$ cat src/core/lebt_pkg.sv
// constants, types and decode functions of the laser enable and bias target register bank
// How it works
// - laser enable and bias writes take effect only at transmit-off state or later.
// - register writes never drive any module state machine signal.
// - module state changes never alter the laser enable setting.
// - laser enable resets to 0 and holds until the host writes it.
// - bit 15 set turns laser output power on.
// - bit 15 clear turns laser power off, laser controller and cooler stay running.
// - 3-bit bias codes 0 to 5 decode to first/second minimum, maximum or quadrature; codes 6 and 7 are reserved.
// - first and second count in the order found sweeping bias upward.
// - x in-phase target sits at bits 15..13, reset 000.
// - x quadrature at bits 12..10, y in-phase at 9..7, reset 000.
// - y quadrature at bits 6..4; bits 3..0 reserved, reset zero.
// - a written power change reaches its effect well inside 100 ms.
package lebt_pkg;

  localparam int unsigned CLK_FREQ_HZ = 200_000_000;
  localparam int unsigned SETTLE_TIME_MS = 100;
  // longest time, so the division rounds down
  localparam int unsigned SETTLE_CYCLES = SETTLE_TIME_MS * (CLK_FREQ_HZ / 1000);
  localparam int unsigned SETTLE_CNT_W = 25;

  // printed offsets are register indices; byte address is four times the index
  localparam logic [15:0] ENABLE_REG_INDEX = 16'hbb32;
  localparam logic [15:0] BIAS_REG_INDEX = 16'hbb33;
  localparam logic [31:0] ENABLE_REG_ADDR = {14'h0000, ENABLE_REG_INDEX, 2'h0};
  localparam logic [31:0] BIAS_REG_ADDR = {14'h0000, BIAS_REG_INDEX, 2'h0};

  localparam int unsigned LASER_EN_BIT = 15;
  localparam logic LASER_EN_RESET = 1'b0;
  localparam logic [15:0] ENABLE_RW_MASK = 16'h8000;
  localparam logic [15:0] BIAS_RW_MASK = 16'hfff0;

  localparam int unsigned NUM_ARMS = 4;
  localparam int unsigned FIELD_W = 3;
  // arm 0 x in-phase, 1 x quadrature, 2 y in-phase, 3 y quadrature
  localparam int unsigned ARM_LSB [NUM_ARMS] = '{13, 10, 7, 4};
  localparam logic [2:0] BIAS_FIELD_RESET = 3'h0;

  localparam logic [2:0] CODE_MIN_FIRST = 3'h0;
  localparam logic [2:0] CODE_MIN_SECOND = 3'h1;
  localparam logic [2:0] CODE_MAX_FIRST = 3'h2;
  localparam logic [2:0] CODE_MAX_SECOND = 3'h3;
  localparam logic [2:0] CODE_QUAD_FIRST = 3'h4;
  localparam logic [2:0] CODE_QUAD_SECOND = 3'h5;

  localparam logic [31:0] HRDATA_IDLE = 32'h0000_0000;

  typedef enum logic [1:0] {
    LEBT_SEL_NONE,
    LEBT_SEL_ENABLE,
    LEBT_SEL_BIAS
  } lebt_sel_type;

  typedef enum logic [1:0] {
    LEBT_KIND_MIN,
    LEBT_KIND_MAX,
    LEBT_KIND_QUAD,
    LEBT_KIND_NONE
  } lebt_kind_type;

  function automatic lebt_sel_type lebt_reg_sel(input logic [31:0] addr);
    lebt_sel_type sel;
    sel = LEBT_SEL_NONE;
    if (addr == ENABLE_REG_ADDR) begin
      sel = LEBT_SEL_ENABLE;
    end else if (addr == BIAS_REG_ADDR) begin
      sel = LEBT_SEL_BIAS;
    end
    return sel;
  endfunction : lebt_reg_sel

  function automatic lebt_kind_type lebt_code_kind(input logic [2:0] code);
    lebt_kind_type kind;
    case (code)
      CODE_MIN_FIRST, CODE_MIN_SECOND: kind = LEBT_KIND_MIN;
      CODE_MAX_FIRST, CODE_MAX_SECOND: kind = LEBT_KIND_MAX;
      CODE_QUAD_FIRST, CODE_QUAD_SECOND: kind = LEBT_KIND_QUAD;
      default: kind = LEBT_KIND_NONE;
    endcase
    return kind;
  endfunction : lebt_code_kind

endpackage : lebt_pkg

$ cat src/core/lebt_regbus_if.sv
// internal register access carrier between the bus slave and the register bank
interface lebt_regbus_if;
  import lebt_pkg::*;
  logic wr_en;
  lebt_sel_type wr_sel;
  logic [15:0] wr_data;
  logic [15:0] enable_view;
  logic [15:0] bias_view;
  modport slave (output wr_en, output wr_sel, output wr_data,
                 input enable_view, input bias_view);
  modport bank (input wr_en, input wr_sel, input wr_data,
                output enable_view, output bias_view);
endinterface : lebt_regbus_if

$ cat src/core/lebt_ahb_slave.sv
// AHB-Lite slave front end: zero wait states, always OKAY
module lebt_ahb_slave
  import lebt_pkg::*;
(
  input wire logic clk_in,
  input wire logic sys_rst_in,
  input wire logic hsel_in,
  input wire logic [31:0] haddr_in,
  input wire logic [1:0] htrans_in,
  input wire logic hwrite_in,
  input wire logic [2:0] hsize_in,
  input wire logic [31:0] hwdata_in,
  input wire logic hready_in,
  output logic [31:0] hrdata_out,
  output logic hreadyout_out,
  output logic hresp_out,
  lebt_regbus_if.slave bus
);

  logic dp_wr_reg, dp_wr_next;
  logic dp_rd_reg, dp_rd_next;
  lebt_sel_type dp_sel_reg, dp_sel_next;
  logic addr_phase;

  // only whole-word transfers are expected; hsize is not checked
  assign addr_phase = hsel_in & htrans_in[1] & hready_in;

  always_comb begin
    dp_wr_next = addr_phase & hwrite_in;
    dp_rd_next = addr_phase & ~hwrite_in;
    dp_sel_next = addr_phase ? lebt_reg_sel(haddr_in) : LEBT_SEL_NONE;
  end

  always_ff @(posedge clk_in) begin
    if (sys_rst_in) begin
      dp_wr_reg <= 1'b0;
      dp_rd_reg <= 1'b0;
      dp_sel_reg <= LEBT_SEL_NONE;
    end else begin
      dp_wr_reg <= dp_wr_next;
      dp_rd_reg <= dp_rd_next;
      dp_sel_reg <= dp_sel_next;
    end
  end

  assign bus.wr_en = dp_wr_reg;
  assign bus.wr_sel = dp_sel_reg;
  assign bus.wr_data = hwdata_in[15:0];

  // unmapped reads return zero
  always_comb begin
    hrdata_out = HRDATA_IDLE;
    if (dp_rd_reg) begin
      case (dp_sel_reg)
        LEBT_SEL_ENABLE: hrdata_out = {16'h0000, bus.enable_view};
        LEBT_SEL_BIAS: hrdata_out = {16'h0000, bus.bias_view};
        default: hrdata_out = HRDATA_IDLE;
      endcase
    end
  end

  assign hreadyout_out = 1'b1;
  assign hresp_out = 1'b0;

endmodule : lebt_ahb_slave

$ cat src/core/lebt_regs.sv
// laser output enable and inner bias target register bank with AHB-Lite access
//
// The AHB-Lite slave port was left to the implementer.
module lebt_regs
  import lebt_pkg::*;
#(
  parameter int unsigned SETTLE_CYCLES_P = SETTLE_CYCLES
)
(
  input wire logic clk_in,
  input wire logic sys_rst_in,
  input wire logic hsel_in,
  input wire logic [31:0] haddr_in,
  input wire logic [1:0] htrans_in,
  input wire logic hwrite_in,
  input wire logic [2:0] hsize_in,
  input wire logic [31:0] hwdata_in,
  input wire logic hready_in,
  output logic [31:0] hrdata_out,
  output logic hreadyout_out,
  output logic hresp_out,
  input wire logic tx_off_or_later_in,
  output logic laser_power_on_out,
  output logic laser_ctrl_run_out,
  output logic thermo_cooler_run_out,
  output logic settle_pending_out,
  output logic [NUM_ARMS-1:0][2:0] arm_target_code_out,
  output logic [NUM_ARMS-1:0][1:0] arm_target_kind_out,
  output logic [NUM_ARMS-1:0] arm_target_second_out,
  output logic [NUM_ARMS-1:0] arm_target_valid_out
);

  ////////////////////////////////////////////////////////////////////////////////
  // bus front end

  lebt_regbus_if regbus ();

  lebt_ahb_slave u_slave (
    .clk_in(clk_in),
    .sys_rst_in(sys_rst_in),
    .hsel_in(hsel_in),
    .haddr_in(haddr_in),
    .htrans_in(htrans_in),
    .hwrite_in(hwrite_in),
    .hsize_in(hsize_in),
    .hwdata_in(hwdata_in),
    .hready_in(hready_in),
    .hrdata_out(hrdata_out),
    .hreadyout_out(hreadyout_out),
    .hresp_out(hresp_out),
    .bus(regbus.slave)
  );

  ////////////////////////////////////////////////////////////////////////////////
  // register state

  logic laser_en_reg, laser_en_next;
  logic [15:0] bias_reg, bias_next;
  logic wr_enable_ok;
  logic wr_bias_ok;

  // writes before transmit-off are dropped silently; the bus still answers OKAY
  assign wr_enable_ok = regbus.wr_en & (regbus.wr_sel == LEBT_SEL_ENABLE) &
                        tx_off_or_later_in;
  assign wr_bias_ok = regbus.wr_en & (regbus.wr_sel == LEBT_SEL_BIAS) &
                      tx_off_or_later_in;

  always_comb begin
    laser_en_next = laser_en_reg;
    bias_next = bias_reg;
    // the module state input only gates writes, it never touches stored values
    if (wr_enable_ok) begin
      laser_en_next = regbus.wr_data[LASER_EN_BIT];
    end
    if (wr_bias_ok) begin
      bias_next = regbus.wr_data & BIAS_RW_MASK;
    end
  end

  always_ff @(posedge clk_in) begin
    if (sys_rst_in) begin
      laser_en_reg <= LASER_EN_RESET;
      bias_reg <= {BIAS_FIELD_RESET, BIAS_FIELD_RESET, BIAS_FIELD_RESET,
                   BIAS_FIELD_RESET, 4'h0};
    end else begin
      laser_en_reg <= laser_en_next;
      bias_reg <= bias_next;
    end
  end

  // reserved bits read zero
  assign regbus.enable_view = {laser_en_reg, 15'h0000} & ENABLE_RW_MASK;
  assign regbus.bias_view = bias_reg & BIAS_RW_MASK;

  ////////////////////////////////////////////////////////////////////////////////
  // laser power and settle window

  logic power_on_reg, power_on_next;
  logic [SETTLE_CNT_W-1:0] settle_cnt_reg, settle_cnt_next;

  always_comb begin
    power_on_next = laser_en_reg;
    settle_cnt_next = settle_cnt_reg;
    // power follows in two cycles; the window only tells firmware when optics should be settled
    if (wr_enable_ok && (regbus.wr_data[LASER_EN_BIT] != laser_en_reg)) begin
      settle_cnt_next = SETTLE_CNT_W'(SETTLE_CYCLES_P);
    end else if (settle_cnt_reg != '0) begin
      settle_cnt_next = settle_cnt_reg - SETTLE_CNT_W'(1);
    end
  end

  always_ff @(posedge clk_in) begin
    if (sys_rst_in) begin
      power_on_reg <= 1'b0;
      settle_cnt_reg <= '0;
    end else begin
      power_on_reg <= power_on_next;
      settle_cnt_reg <= settle_cnt_next;
    end
  end

  assign laser_power_on_out = power_on_reg;
  // controller and cooler are not gated by the enable, so warm-up is kept while dark
  assign laser_ctrl_run_out = 1'b1;
  assign thermo_cooler_run_out = 1'b1;
  assign settle_pending_out = (settle_cnt_reg != '0);

  ////////////////////////////////////////////////////////////////////////////////
  // bias target decode, one arm per field

  logic [NUM_ARMS-1:0][2:0] code_reg, code_next;
  logic [NUM_ARMS-1:0][1:0] kind_reg, kind_next;
  logic [NUM_ARMS-1:0] second_reg, second_next;
  logic [NUM_ARMS-1:0] valid_reg, valid_next;

  generate
    for (genvar a = 0; a < NUM_ARMS; a++) begin : g_arm
      always_comb begin
        code_next[a] = bias_reg[ARM_LSB[a] +: FIELD_W];
        kind_next[a] = lebt_code_kind(code_next[a]);
        // odd codes are the second point met on an upward sweep
        second_next[a] = code_next[a][0];
        // reserved codes are stored but flagged so the controller holds its lock
        valid_next[a] = (lebt_code_kind(code_next[a]) != LEBT_KIND_NONE);
      end
    end
  endgenerate

  always_ff @(posedge clk_in) begin
    if (sys_rst_in) begin
      code_reg <= '0;
      kind_reg <= '0;
      second_reg <= '0;
      valid_reg <= '1;
    end else begin
      code_reg <= code_next;
      kind_reg <= kind_next;
      second_reg <= second_next;
      valid_reg <= valid_next;
    end
  end

  assign arm_target_code_out = code_reg;
  assign arm_target_kind_out = kind_reg;
  assign arm_target_second_out = second_reg;
  assign arm_target_valid_out = valid_reg;

  ////////////////////////////////////////////////////////////////////////////////
  // read path observer for the checks

  // rebuilt from the bus pins so the read checks do not lean on the slave's own decode
  logic obs_rd_reg, obs_rd_next;
  logic [31:0] obs_addr_reg, obs_addr_next;
  logic enable_flip;

  always_comb begin
    obs_rd_next = hsel_in & htrans_in[1] & hready_in & ~hwrite_in;
    obs_addr_next = haddr_in;
  end

  always_ff @(posedge clk_in) begin
    if (sys_rst_in) begin
      obs_rd_reg <= 1'b0;
      obs_addr_reg <= 32'h0000_0000;
    end else begin
      obs_rd_reg <= obs_rd_next;
      obs_addr_reg <= obs_addr_next;
    end
  end

  assign enable_flip = wr_enable_ok & (regbus.wr_data[LASER_EN_BIT] != laser_en_reg);

  // one set of decode checks per arm
  generate
    for (genvar a = 0; a < NUM_ARMS; a++) begin : g_arm_chk

    end
  endgenerate
endmodule : lebt_regs

$ cat config.mk
export PLATFORM = sky130hd
export DESIGN_NAME = lebt_regs
export DESIGN_NICKNAME = d
export VERILOG_FILES = /design/src/core/lebt_pkg.sv /design/src/core/lebt_regbus_if.sv /design/src/core/lebt_ahb_slave.sv /design/src/core/lebt_regs.sv
export SDC_FILE = /design/constraint.sdc
export NUM_CORES = 1
export LEC_CHECK = 0
export ABC_AREA = 1
export BUFFER_PORTS_ARGS = -buffer_cell sky130_fd_sc_hd__buf_4
export CORE_MARGIN = 4
export CORE_UTILIZATION = 36
export DETAILED_ROUTE_END_ITERATION = 16
export HOLD_SLACK_MARGIN = 0.05
export PLACE_DENSITY = 0.62
export SETUP_SLACK_MARGIN = 0.1
export SLEW_MARGIN = 20
export SYNTH_ARGS = -nofsm -noshare
export SYNTH_HDL_FRONTEND = slang
export SYNTH_SLANG_ARGS = --single-unit
export TNS_END_PERCENT = 100
$ cat constraint.sdc
create_clock -name clk_in -period 2.83 [get_ports clk_in]
set_input_delay 0.1415 -clock clk_in [delete_from_list [all_inputs] [get_ports clk_in]]
set_output_delay 0.1415 -clock clk_in [all_outputs]
set_load 0.005 [all_outputs]
---- Yosys cells after proc, flatten, opt, wreduce, memory -nomap -nowiden ----
Cells that the tools add are included.
word-level totals
  bits of input ports ..................... 75
  bits in registers ....................... 71
  logic and storage cells ................. 91
cells by class
  mux-type cells .......................... 10
  reduce and logical (&&, ||, !) cells .... 22
  bitwise gates (word level) .............. 10
  eq/ne operators ......................... 29
  $add $sub $neg .......................... 1
operators with widths
  kind                                                    number
  equality test 32 x 18 -> 1 bit (second input constant)  2
  two-way mux 25 bit                                      2
  two-way mux 32 bit                                      1
  case mux 16 bit (2 select lines)                        1
  OR reduction 2 bit                                      14
  nonzero test 25 bit                                     1
  subtractor 25 x 1 -> 25 bit (second input constant)     1
  equality test 3 x 2 -> 1 bit (second input constant)    8
  equality test 3 bit (second input constant)             8
  case mux 2 bit (3 select lines)                         4
  equality test 3 x 1 -> 1 bit (second input constant)    4
  logical NOT 3 bit                                       4
  AND 1 bit                                               8
  != test 2 bit (second input constant)                   4
  OR reduction 3 bit                                      1
  equality test 2 x 1 -> 1 bit (second input constant)    1
  equality test 2 bit (second input constant)             1
  two-way mux 2 bit                                       1
  NOT 1 bit                                               2
  nonzero test 2 bit                                      1
  logical AND 1 bit                                       1
  two-way mux 1 bit                                       1
  != test 1 bit                                           1

---- Logic depth before layout (Yosys ltp) ----
Gate-level depths: netlist of the first run.
  depth in word-level cells ............... 5
  gate-level depth with buffers ........... 10
  gate-level depth less buffers ........... 10

---- Cells and area by module ----
Synthesis of the first run repeated with hierarchy kept, for this count alone.
second synthesis, totals
  cell total of the unflattened synthesis .. 509
  area total of the unflattened synthesis .. 3522.1 um^2
by module, submodules not included
  module          instances  area each (um^2)  cells an instance
  lebt_regs       1          2652.5            349
  lebt_ahb_slave  1          869.6             160

---- Least setup slack after synthesis of the first run ----
OpenSTA, ideal clock, no wires.
  path kind ............................... register to register
  start point ............................. register settle_cnt_reg[0]
  end point ............................... register settle_cnt_reg[8]
  library setup time ...................... 132 ps
  arrival time ............................ 1279 ps
  cell stages (with the launch flop) ...... 11
  data required time ...................... 2698 ps
  setup slack ............................. 1419 ps
  path through ............................ dfxtp_1 inv_1 ha_1 inv_1 nor2_1 nand2_2 nor2_4 nand2_4 buf_6 nand2_1 a21oi_1
between the ends
  cells in the longest elaborated chain, start to end .. 3
RTL lines
  what                         RTL line          text
  from (decl)                  lebt_regs.sv:99   logic [SETTLE_CNT_W-1:0] settle_cnt_reg, settle_cnt_next;
  from (signal assigned)       lebt_regs.sv:118  settle_cnt_reg <= settle_cnt_next;
  subtractor 25 x 1 -> 25 bit  lebt_regs.sv:108  settle_cnt_next = settle_cnt_reg - SETTLE_CNT_W'(1);
  two-way mux 25 bit           lebt_regs.sv:107  end else if (settle_cnt_reg != '0) begin
  two-way mux 25 bit           lebt_regs.sv:105  if (wr_enable_ok && (regbus.wr_data[LASER_EN_BIT] != laser_en_reg)) begin
Parallel ways exist; a longest one is shown, timed or not. The select of a mux whose other input is x is not followed.
A chain may end at the register's enable or synchronous reset.

---- Final worst setup path of the first run ----
  start point ............................. register settle_cnt_reg[0]
  end point ............................... output port settle_pending_out
between the ends
  cells in the longest elaborated chain, start to end .. 1
RTL lines
  what                 RTL line          text
  nonzero test 25 bit  lebt_regs.sv:126  assign settle_pending_out = (settle_cnt_reg != '0);
  to (decl)            lebt_regs.sv:26   output logic settle_pending_out,
Every way passes these cells.

==> flow_metrics.tcl, run 1 <==
set metrics [dict create \
    starting_density 0.3665 \
    fp.dieH_um 102.0 \
    maximum_number_of_pins_on_one_net_before_global_route_repair 31 \
    cts_max_path_buffers 2 \
    remaining_antenna_violation_count 0 \
    swShare 0.4534 \
    cts_tree "done" \
    worstMarginPinSlew_ps 794.5 \
    crit_path_end_kind "output port" \
    clock_power_share 0.185 \
    pwr-share-seq 0.320 \
    drive_gt1_frac 0.2726 \
    synth_top_area_frac 0.4217 \
    critPathMaxFanout 10 \
    whs_ps 74.86 \
    max_slew_margin 0.4688 \
    period_needed_ps 1855 \
    dieWidth_um 102.0 \
    yosysWarnings 0 \
    ys_ff_latch 67 \
    timing.clock.skew_ps 13.97 \
    power_switching_mw 1.810 \
    hold_viol_final 0 \
    clock_input_transition_at_the_sequential_cells_of_the_worst_setup_and_hold_paths_ps 80 \
    cts_max_level 3 \
    dp_hpwl_mm 5.924 \
    fin_util 0.4680 \
    globalRouteOverflowTotal 0 \
    number_of_clock_sinks 67 \
    fp.coreArea_um2 8678 \
    cpPeakStageDelay_ps 340 \
    postSynth.asyncResetShare 0 \
    rsz_0062_raised_after_global_routing "false" \
    setup_tns_ps 0 \
    ioPinCount 141 \
    worst_ep_arrival_time_ps 1710 \
    largest_reg_flops 25 \
    via_count 2852 \
    place_congestion 0.8363 \
    nNetsFinal 595 \
    antenna_found_initial 0 \
    drv_cap 0 \
    post-cts-setup-buffers 0 \
    rrSetupSlack_ps 1110 \
    area_overhead_vs_synth_pct 27.69 \
    synthTopCellsByCount "dfxtp_1, nor2_1, nand2_1, inv_1, buf_4" \
    timing_worst_setup_path_type "reg2out" \
    design.die.area_um2 10400 \
    routed_wirelength_mm 7.787 \
    crit_required_ps 2690 \
    ys_dominant_reg_cell "dfxtp_1" \
    placement.io_buffers 92 \
    status "finished, final reports clean" \
    synth_top_cell_by_area "dfxtp_1" \
    num_antenna_cells 0 \
    synth_area_um2 3181 \
    final.period_utilization 0.6554 \
    fmax_mhz 539.2 \
    crit_slowest_cell "dfxtp_1" \
    cts_buffers 9 \
    detail_route.drc_violations 0 \
    clk_root_buffer_cell "clkbuf_8" \
    grt.total_usage 0.1612 \
    first_iter_violations 52 \
    worst_setup_path_start_kind "flop" \
    seq_area_frac_synth 0.4217 \
    min-delay-path-class "in2reg" \
    ir_drop_mv 0.3390 \
    wire_length_of_the_first_global_routing_pass_mm 13.34 \
    p_leak_nw 1.872 \
    final_max_slew_viols 0 \
    via_count_of_the_first_global_routing_pass 3037 \
    post_synth_num_cell_types 33 \
    fp-row-count 34 \
    synth_edf_count 0 \
    avgViaCountPerCell 4.534 \
    r2r_cells 5 \
    latest_clock_arrival_within_the_worst_skew_pair_ps 340 \
    hold_path_end "bias_reg[8]" \
    dr_pass1_iterations 4 \
    synth.area.top_cells "dfxtp_1, nor2_1, nand2_1" \
    internal-power_mw 2.183 \
    detail_route.wl_per_cell_um 12.38 \
    setup-violations-final 0 \
    power_per_cell_area_nw_per_um2 983.1 \
    worstReg2RegEnd "bias_reg[13]" \
    min_path_cells 3 \
    syn_inst 424 \
    combinationalPowerShare 0.495 \
    synth.avg_cell_area_um2 7.501 \
    cp_cell_sequence "inv_1 > ha_1 > nand3_1 > nor2_1 > nand3_4 > buf_4" \
    reg2reg_from "u_slave.bus.wr_sel[0]" \
    hp-start "hwdata_in[8]" \
]
[area by class of cell]
class / count / area, um2
clock buffers: 10 / 137.6
clock inverters: 6 / 47.55
fillers: 879 / 4617
inverters: 48 / 181.4
multi-input cells: 293 / 1478
flip-flops and latches: 67 / 1341
well taps: 108 / 135.1
repair buffers: 97 / 740.7
[worst max path at each step]
stage,startpoint,endpoint,slack [ps],depth (start not counted)
floorplan,settle_cnt_reg[0],settle_cnt_reg[8],1420,10
global placement,u_slave.bus.wr_sel[0],bias_reg[14],1170,5
finish,settle_cnt_reg[0],settle_pending_out,980,6
global route,settle_cnt_reg[0],settle_pending_out,790,6
CTS,settle_cnt_reg[0],settle_pending_out,930,6
detailed placement,u_slave.bus.wr_sel[0],bias_reg[15],1120,5
[layer usage]
| layer | vias up | GRT usage | share of wire |
|---|---|---|---|
| met4 | 0 | 0.03935 | 0.012 |
| met1 | 1271 | 0.1925 | 0.41 |
| li1 | 1469 | - | - |
| met2 | 104 | 0.2564 | 0.46 |
| met3 | 8 | 0.08532 | 0.12 |
| met5 | - | 0 | 0 |
[logic make-up after synthesis]
family                   synth area share
flip-flops                         0.4217
AO/OA/AOI/OAI                     0.07750
adder cells (fa/ha/maj)           0.01574
buffers and inverters              0.1397
other                            0.002361
XOR/XNOR                          0.02754
AND/OR/NAND/NOR                    0.3155
[critical path: cells and delay by family (launching register included)]
kind / cells / cell delay (ps)
adders and majority gates: 1 / 220
buffers and inverters: 2 / 380
DFF: 1 / 340
and+or+nand+nor: 3 / 440
[per-stage QoR]
step           cells  area (um2)  setup WS [ps]  power [mW]
3_5_place_dp     608        3826           1125       3.275
5_1_grt          629        4061          792.4       4.401
6_report         629        4061          975.2       3.993
2_1_floorplan    446        3263           1419       2.916
3_3_place_gp     608        3826           1167       3.237
4_1_cts          629        4061          931.1       4.031
[timing repair]
action                                 in CTS  in global routing
hold buffers                                5                  0
resized for setup                           0                  0
endpoints found under the hold margin       4                  0
[placed cells by master, fill, tap and decap left out, drive strengths merged, types with 2 or more instances in the layout]
cell,netlist,layout
dlygate4sd3,0,5
xnor2,8,8
nand3,26,26
o21ai,16,16
dfxtp,67,67
nand4,10,10
nor3,13,13
nor2,86,86
clkbuf,7,10
nand3b,4,4
buf,31,92
ha,4,4
inv,46,48
conb,2,24
xor2,2,2
clkinv,2,5
a211oi,3,3
a21oi,27,27
nand2,67,67
[power by group through the flow]
stage	combinational [mW]	clock, mW	sequential, mW
2_1_floorplan	1.66	0	1.26
4_1_cts	1.99	0.762	1.28
3_5_place_dp	1.98	0	1.30
5_1_grt	2.29	0.807	1.30
6_report	1.98	0.738	1.28
3_3_place_gp	1.94	0	1.29
(Power assumes the default switching activity.)
==> run 2, diff against run 1 <==
--- a/config.mk
+++ b/config.mk
@@ -11,7 +11,7 @@
 export CORE_UTILIZATION = 36
 export DETAILED_ROUTE_END_ITERATION = 16
 export HOLD_SLACK_MARGIN = 0.05
-export PLACE_DENSITY = 0.62
+export PLACE_DENSITY = 0.64
 export SETUP_SLACK_MARGIN = 0.1
 export SLEW_MARGIN = 20
 export SYNTH_ARGS = -nofsm -noshare
==> constraint.sdc (replaced) <==
create_clock -name clk_in -period 1.5 [get_ports clk_in]
set_input_delay 0.075 -clock clk_in [delete_from_list [all_inputs] [get_ports clk_in]]
set_output_delay 0.075 -clock clk_in [all_outputs]
set_load 0.005 [all_outputs]
==> run 2 against run 1 <==
  * Clock power is 140% higher
  * Power is 140% higher
  * Count of clock-buffer cells in the layout is 1 lower
  * First-iteration DRC count grew to 2.8 times the previous value
  * Via count is 6.8% higher
  * Non-clock buffer count is 38 higher
  * Worst hold slack worse by 15 ps
  * Register-to-register slack worse by 1000 ps
  * Setup slack worse by 910 ps
  * Global-route usage is 1.0 points higher
  * Cell count is 6.4% higher
  * Cell area is 20% higher
==> flow_metrics.tcl, run 2 (synthesis results as in run 1) <==
set metrics [dict create \
    cpPeakStageDelay_ps 370 \
    power_switching_mw 4.304 \
    cts_max_level 3 \
    period_needed_ps 1434 \
    status "finished, final reports clean" \
    latest_clock_arrival_within_the_worst_skew_pair_ps 350 \
    fp.coreArea_um2 8678 \
    globalRouteOverflowTotal 0 \
    cts_tree "done" \
    drv_cap 0 \
    combinationalPowerShare 0.549 \
    cts_buffers 9 \
    multi_input_comb_area_um2 1849 \
    antenna_found_initial 0 \
    p_leak_nw 2.275 \
    cp_cell_sequence "nor2_4 > nand2_4 > inv_2 > nand2_2 > nor2_4 > nand2_8 > nand3_2 > a21oi_1" \
    clock_input_transition_at_the_sequential_cells_of_the_worst_setup_and_hold_paths_ps 80 \
    crit_slowest_cell "dfxtp_1" \
    fmax_mhz 697.5 \
    dieWidth_um 102.0 \
    place_congestion 0.8655 \
    clock_power_share 0.185 \
    routed_wirelength_mm 9.000 \
    timing.clock.skew_ps 11.20 \
    timing_worst_setup_path_type "reg2reg" \
    ir_drop_mv 0.8816 \
    total_power_mw 9.468 \
    internal-power_mw 5.164 \
    post-route-worst-setup-slack_ps 66.29 \
    final_common_cell "buf_4" \
    dr_pass1_iterations 4 \
    worst-path-buf-inv 1 \
    ioPinCount 141 \
    num_antenna_cells 0 \
    fin_util 0.5623 \
    setup-violations-final 0 \
    number_of_clock_sinks 67 \
    area_overhead_vs_synth_pct 53.42 \
    setup_tns_ps 0 \
    via_count 3046 \
    post_dp_cell_area_um2 3936 \
    design.die.area_um2 10400 \
    whs_ps 59.81 \
    final_max_slew_viols 0 \
    power_per_cell_area_nw_per_um2 1940 \
    min-delay-path-class "in2reg" \
    first_iter_violations 148 \
    worst_ep_arrival_time_ps 1650 \
    starting_density 0.3665 \
    final_area_um2 4880 \
    filler_cell_count 786 \
    critical_path.most_common_cell "nor2_4" \
    rsz_0062_raised_after_global_routing "true" \
    detail_route.drc_violations 0 \
    worst_path_dominant_cell_family "simple AND/OR/NAND/NOR gates" \
    critPathMaxFanout 5 \
    crit_required_ps 1720 \
    maximum_number_of_pins_on_one_net_before_global_route_repair 30 \
    pwr-share-seq 0.266 \
    nNetsFinal 635 \
    fp.dieH_um 102.0 \
    largest_reg_flops 25 \
    placement.io_buffers 92 \
    remaining_antenna_violation_count 0 \
    dp_hpwl_mm 6.077 \
    via_count_of_the_first_global_routing_pass 3088 \
    fp-row-count 34 \
    area.sequential_um2 1365 \
    hold_viol_final 0 \
    post-place-ws_ps 34.88 \
    crit_path_end_kind "flop" \
    worst_setup_path_start_kind "flop" \
    final.period_utilization 0.9558 \
    clk_root_buffer_cell "clkbuf_8" \
    cts_max_path_buffers 2 \
    wire_length_of_the_first_global_routing_pass_mm 14.14 \
    dpl.cell_count 621 \
    swShare 0.4546 \
    avgViaCountPerCell 4.553 \
    grt.total_usage 0.1716 \
    layoutNonFillerInstCount 669 \
    drive_gt1_frac 0.4207 \
    layout.cells.most_common_list "buf_4, nor2_1, dfxtp_1, nand2_1, inv_1" \
    detail_route.wl_per_cell_um 13.45 \
]
==> run 2: changes by cell type in the layout (fill, tap and decap cells not counted), moves of 9 or more <==
cell,delta
inv_1,-9
dfxtp_1,-15
nor3_1,-11
nor2_4,+13
buf_4,+17
dlygate4sd3_1,+16
dfxtp_2,+13
nand2_2,+11
nand2_1,-13
==> run 2: repair_timing <==
action	CTS	global route
gates resized for setup	35	74
hold endpoints to repair	16	0
buffers inserted	7	2
endpoints found under the setup margin	27	38
pin swaps	9	30
gates cloned	0	2
hold buffers	21	0
==> run 2: final cells by class <==
cell class,count,share of cell area
Multi-Input combinational cell,295,0.3790
Sequential cell,67,0.2797
Timing Repair Buffer,135,0.2259
Inverter,48,0.04051
Tap cell,108,0.02769
Clock buffer,9,0.02538
Clock inverter,7,0.02179
==> run 2: worst register-to-register path, delay by kind of cell, from the launching register on <==
kind / cells / cell delay [ps]
and+or+nand+nor: 6 / 820
AOI/OAI and AO/OA: 1 / 50
DFF: 1 / 370
buffers and inverters: 1 / 70
==> run 2: metal layers <==
layer  global-route usage  share of wire  up-vias
li1                     -              -     1554
met1               0.1987           0.38     1363
met2               0.2989           0.52      113
met3              0.05529          0.076       16
met4              0.05752          0.019        0
met5                    0              0        -
==> run 2: power by group through the flow <==
stage               sequential [mW]  combinational, mW  clock (mW)
floorplan                      2.38               3.13           0
global placement               2.44               3.82           0
detailed placement             2.44               3.88           0
CTS                            2.41               4.43        1.77
global route                   2.55               5.79        1.85
finish                         2.52               5.20        1.75
==> run 2: final timing paths <==
| path | cells past startpoint | endpoint | slack [ps] | start |
|---|---|---|---|---|
| max | 8 | settle_cnt_reg[20] | 70 | settle_cnt_reg[6] |
| max reg2reg | 8 | settle_cnt_reg[20] | 70 | settle_cnt_reg[6] |
| min reg2reg | 1 | arm_target_valid_out[2] | 390 | bias_reg[8] |
| min | 6 | u_slave.bus.wr_sel[1] | 60 | haddr_in[24] |
==> run 3, diff against run 2 <==
--- a/config.mk
+++ b/config.mk
@@ -8,10 +8,10 @@
 export ABC_AREA = 1
 export BUFFER_PORTS_ARGS = -buffer_cell sky130_fd_sc_hd__buf_4
 export CORE_MARGIN = 4
-export CORE_UTILIZATION = 36
+export CORE_UTILIZATION = 51
 export DETAILED_ROUTE_END_ITERATION = 16
 export HOLD_SLACK_MARGIN = 0.05
-export PLACE_DENSITY = 0.64
+export PLACE_DENSITY = 0.83
 export SETUP_SLACK_MARGIN = 0.1
 export SLEW_MARGIN = 20
 export SYNTH_ARGS = -nofsm -noshare
==> constraint.sdc (replaced) <==
create_clock -name clk_in -period 1.7 [get_ports clk_in]
set_input_delay 0.34 -clock clk_in [delete_from_list [all_inputs] [get_ports clk_in]]
set_output_delay 0.34 -clock clk_in [all_outputs]
set_load 0.005 [all_outputs]
==> run 3 against run 2 <==
  * The run now ends with negative setup slack left
  * Count of clock-buffer cells in the layout did not move
  * Sequential cell count stayed put
  * Sequential share of layout area up 2.9 points
  * Die area fell by 27%
  * Setup slack got worse by 96 ps
  * Utilization grew 18 points
  * Cell area down 9.2%
  * Cell count decreased by 8.4%
  * Critical path type is now reg2out
  * Critical endpoint is now hrdata_out[15]
==> flow_metrics.tcl, run 3 (synthesis results as in run 1) <==
set metrics [dict create \
    status "complete, but fails checks" \
    failed_checks "negative setup slack" \
    crit_path_end_kind "output port" \
    detail_route.wl_per_cell_um 14.99 \
    antenna_found_initial 0 \
    largest_reg_flops 25 \
    number_of_clock_sinks 67 \
    cts_max_level 3 \
    setup-violations-final 1 \
    nNetsFinal 613 \
    cts_buffers 9 \
    period_needed_ps 1730 \
    fp-row-count 28 \
    clock_input_transition_at_the_sequential_cells_of_the_worst_setup_and_hold_paths_ps 70 \
    routed_wirelength_mm 9.187 \
    design.die.area_um2 7564 \
    fin_util 0.7398 \
    ioPinCount 141 \
    final_common_cell "buf_4" \
    via_count 3110 \
    worst-path-buf-inv 2 \
    timing.clock.skew_ps 6.101 \
    latest_clock_arrival_within_the_worst_skew_pair_ps 340 \
    cts_tree "done" \
    fp.dieH_um 86.97 \
    rsz_0062_raised_after_global_routing "true" \
    avgViaCountPerCell 5.073 \
    area_overhead_vs_synth_pct 39.34 \
    min-delay-path-class "in2reg" \
    final_max_slew_viols 0 \
    remaining_antenna_violation_count 0 \
    cts_max_path_buffers 2 \
    dp_hpwl_mm 6.041 \
    filler_cell_count 423 \
    drv_cap 0 \
    ir_drop_mv 1.589 \
    crit_slowest_cell "dfxtp_4" \
    post-route-worst-setup-slack_ps -29.86 \
    via_count_of_the_first_global_routing_pass 3018 \
    placement.io_buffers 92 \
    first_iter_violations 200 \
    layoutNonFillerInstCount 613 \
    fmax_mhz 578.1 \
    grt.total_usage 0.2368 \
    power_per_cell_area_nw_per_um2 1755 \
    place_congestion 0.8784 \
    final.period_utilization 1.018 \
    num_antenna_cells 0 \
    worst_ep_arrival_time_ps 1390 \
    timing_worst_setup_path_type "reg2out" \
    maximum_number_of_pins_on_one_net_before_global_route_repair 30 \
    cp_cell_sequence "inv_4 > ha_4 > nand2_2 > a211oi_2 > buf_4" \
    setup_tns_ps -29.86 \
    worst_path_dominant_cell_family "flip-flops" \
    wire_length_of_the_first_global_routing_pass_mm 13.84 \
    worst_setup_path_start_kind "flop" \
    fp.coreArea_um2 5991 \
    globalRouteOverflowTotal 0 \
    dpl.cell_count 581 \
    hold_viol_final 0 \
    drive_gt1_frac 0.3959 \
    clk_root_buffer_cell "clkbuf_8" \
    crit_required_ps 1360 \
    starting_density 0.5309 \
    dieWidth_um 86.97 \
    p_leak_nw 2.056 \
    detail_route.drc_violations 0 \
    cpPeakStageDelay_ps 370 \
    layout.cells.most_common_list "buf_4, nor2_1, nand2_1, dfxtp_1, inv_1" \
    critPathMaxFanout 2 \
    dr_pass1_iterations 7 \
]
## run 3: changes by cell type in the layout (fill, tap and decap cells not counted), sizes merged
cell and delta:
nand2 -2, dlygate4sd3 -21, inv -4, clkinv +2, clkbuf +1, clkinvlp +1
## run 3: worst paths after layout
path / endpoint / from / depth (start not counted) / slack (ps)
worst min register to register: arm_target_valid_out[3] / bias_reg[5] / 1 / 380
worst max-delay path: hrdata_out[15] / u_slave.bus.wr_sel[1] / 5 / -30
worst min-delay path: u_slave.dp_rd_reg / hwrite_in / 2 / 150
worst max register to register: settle_cnt_reg[3] / settle_cnt_reg[11] / 8 / 190
## run 3: area by class of cell
type,instances,area [um2],share of cell area
Timing Repair Buffer,115,883.3,0.1993
Sequential cell,67,1368,0.3086
Multi-Input combinational cell,293,1680,0.3792
Clock inverter,6,90.09,0.02033
Tap cell,75,93.84,0.02117
Inverter,48,192.7,0.04348
Clock buffer,9,123.9,0.02795
## run 3: what timing repair did
action | 4_1_cts | 5_1_grt
resized for setup | 30 | 42
hold buffers | 0 | 0
pin swaps | 10 | 16
setup endpoints to repair | 13 | 27
buffers inserted | 9 | 8
## run 3: worst reg2reg max path, stage by stage, from the launching register on
cell,delay (ps)
dfxtp_1,430
nor2_2,70
buf_4,130
buf_4,120
nand4_1,140
nor2_4,60
nand2_8,120
clkinv_1,120
a211oi_1,230
## run 3: power by group
part	total (mW)	switching (mW)	internal, mW	leakage [nW]
logic	4.14	2.45	1.69	1.40
clock network	1.43	0.612	0.822	0.106
registers	2.21	0.336	1.87	0.551
total	7.78	3.40	4.38	2.06
## run 3: per-stage QoR
step                      power (mW)  hold slack, ps  setup slack (ps)  cell area [um2]
after floorplan                4.854           365.1             288.8             3263
after global placement         5.384           367.9             250.2             3830
after detailed placement       5.492           374.4             200.0             3830
after CTS                      7.315           140.7             45.64             4200
after global routing           8.361           140.5            -58.26             4432
final                          7.779           146.9            -29.86             4432
## run 3: per-layer routing
layer	GRT usage	routed length, um
met5	0	0
met4	0.09915	291
met3	0.09366	815
met2	0.4189	4827
met1	0.2478	3252
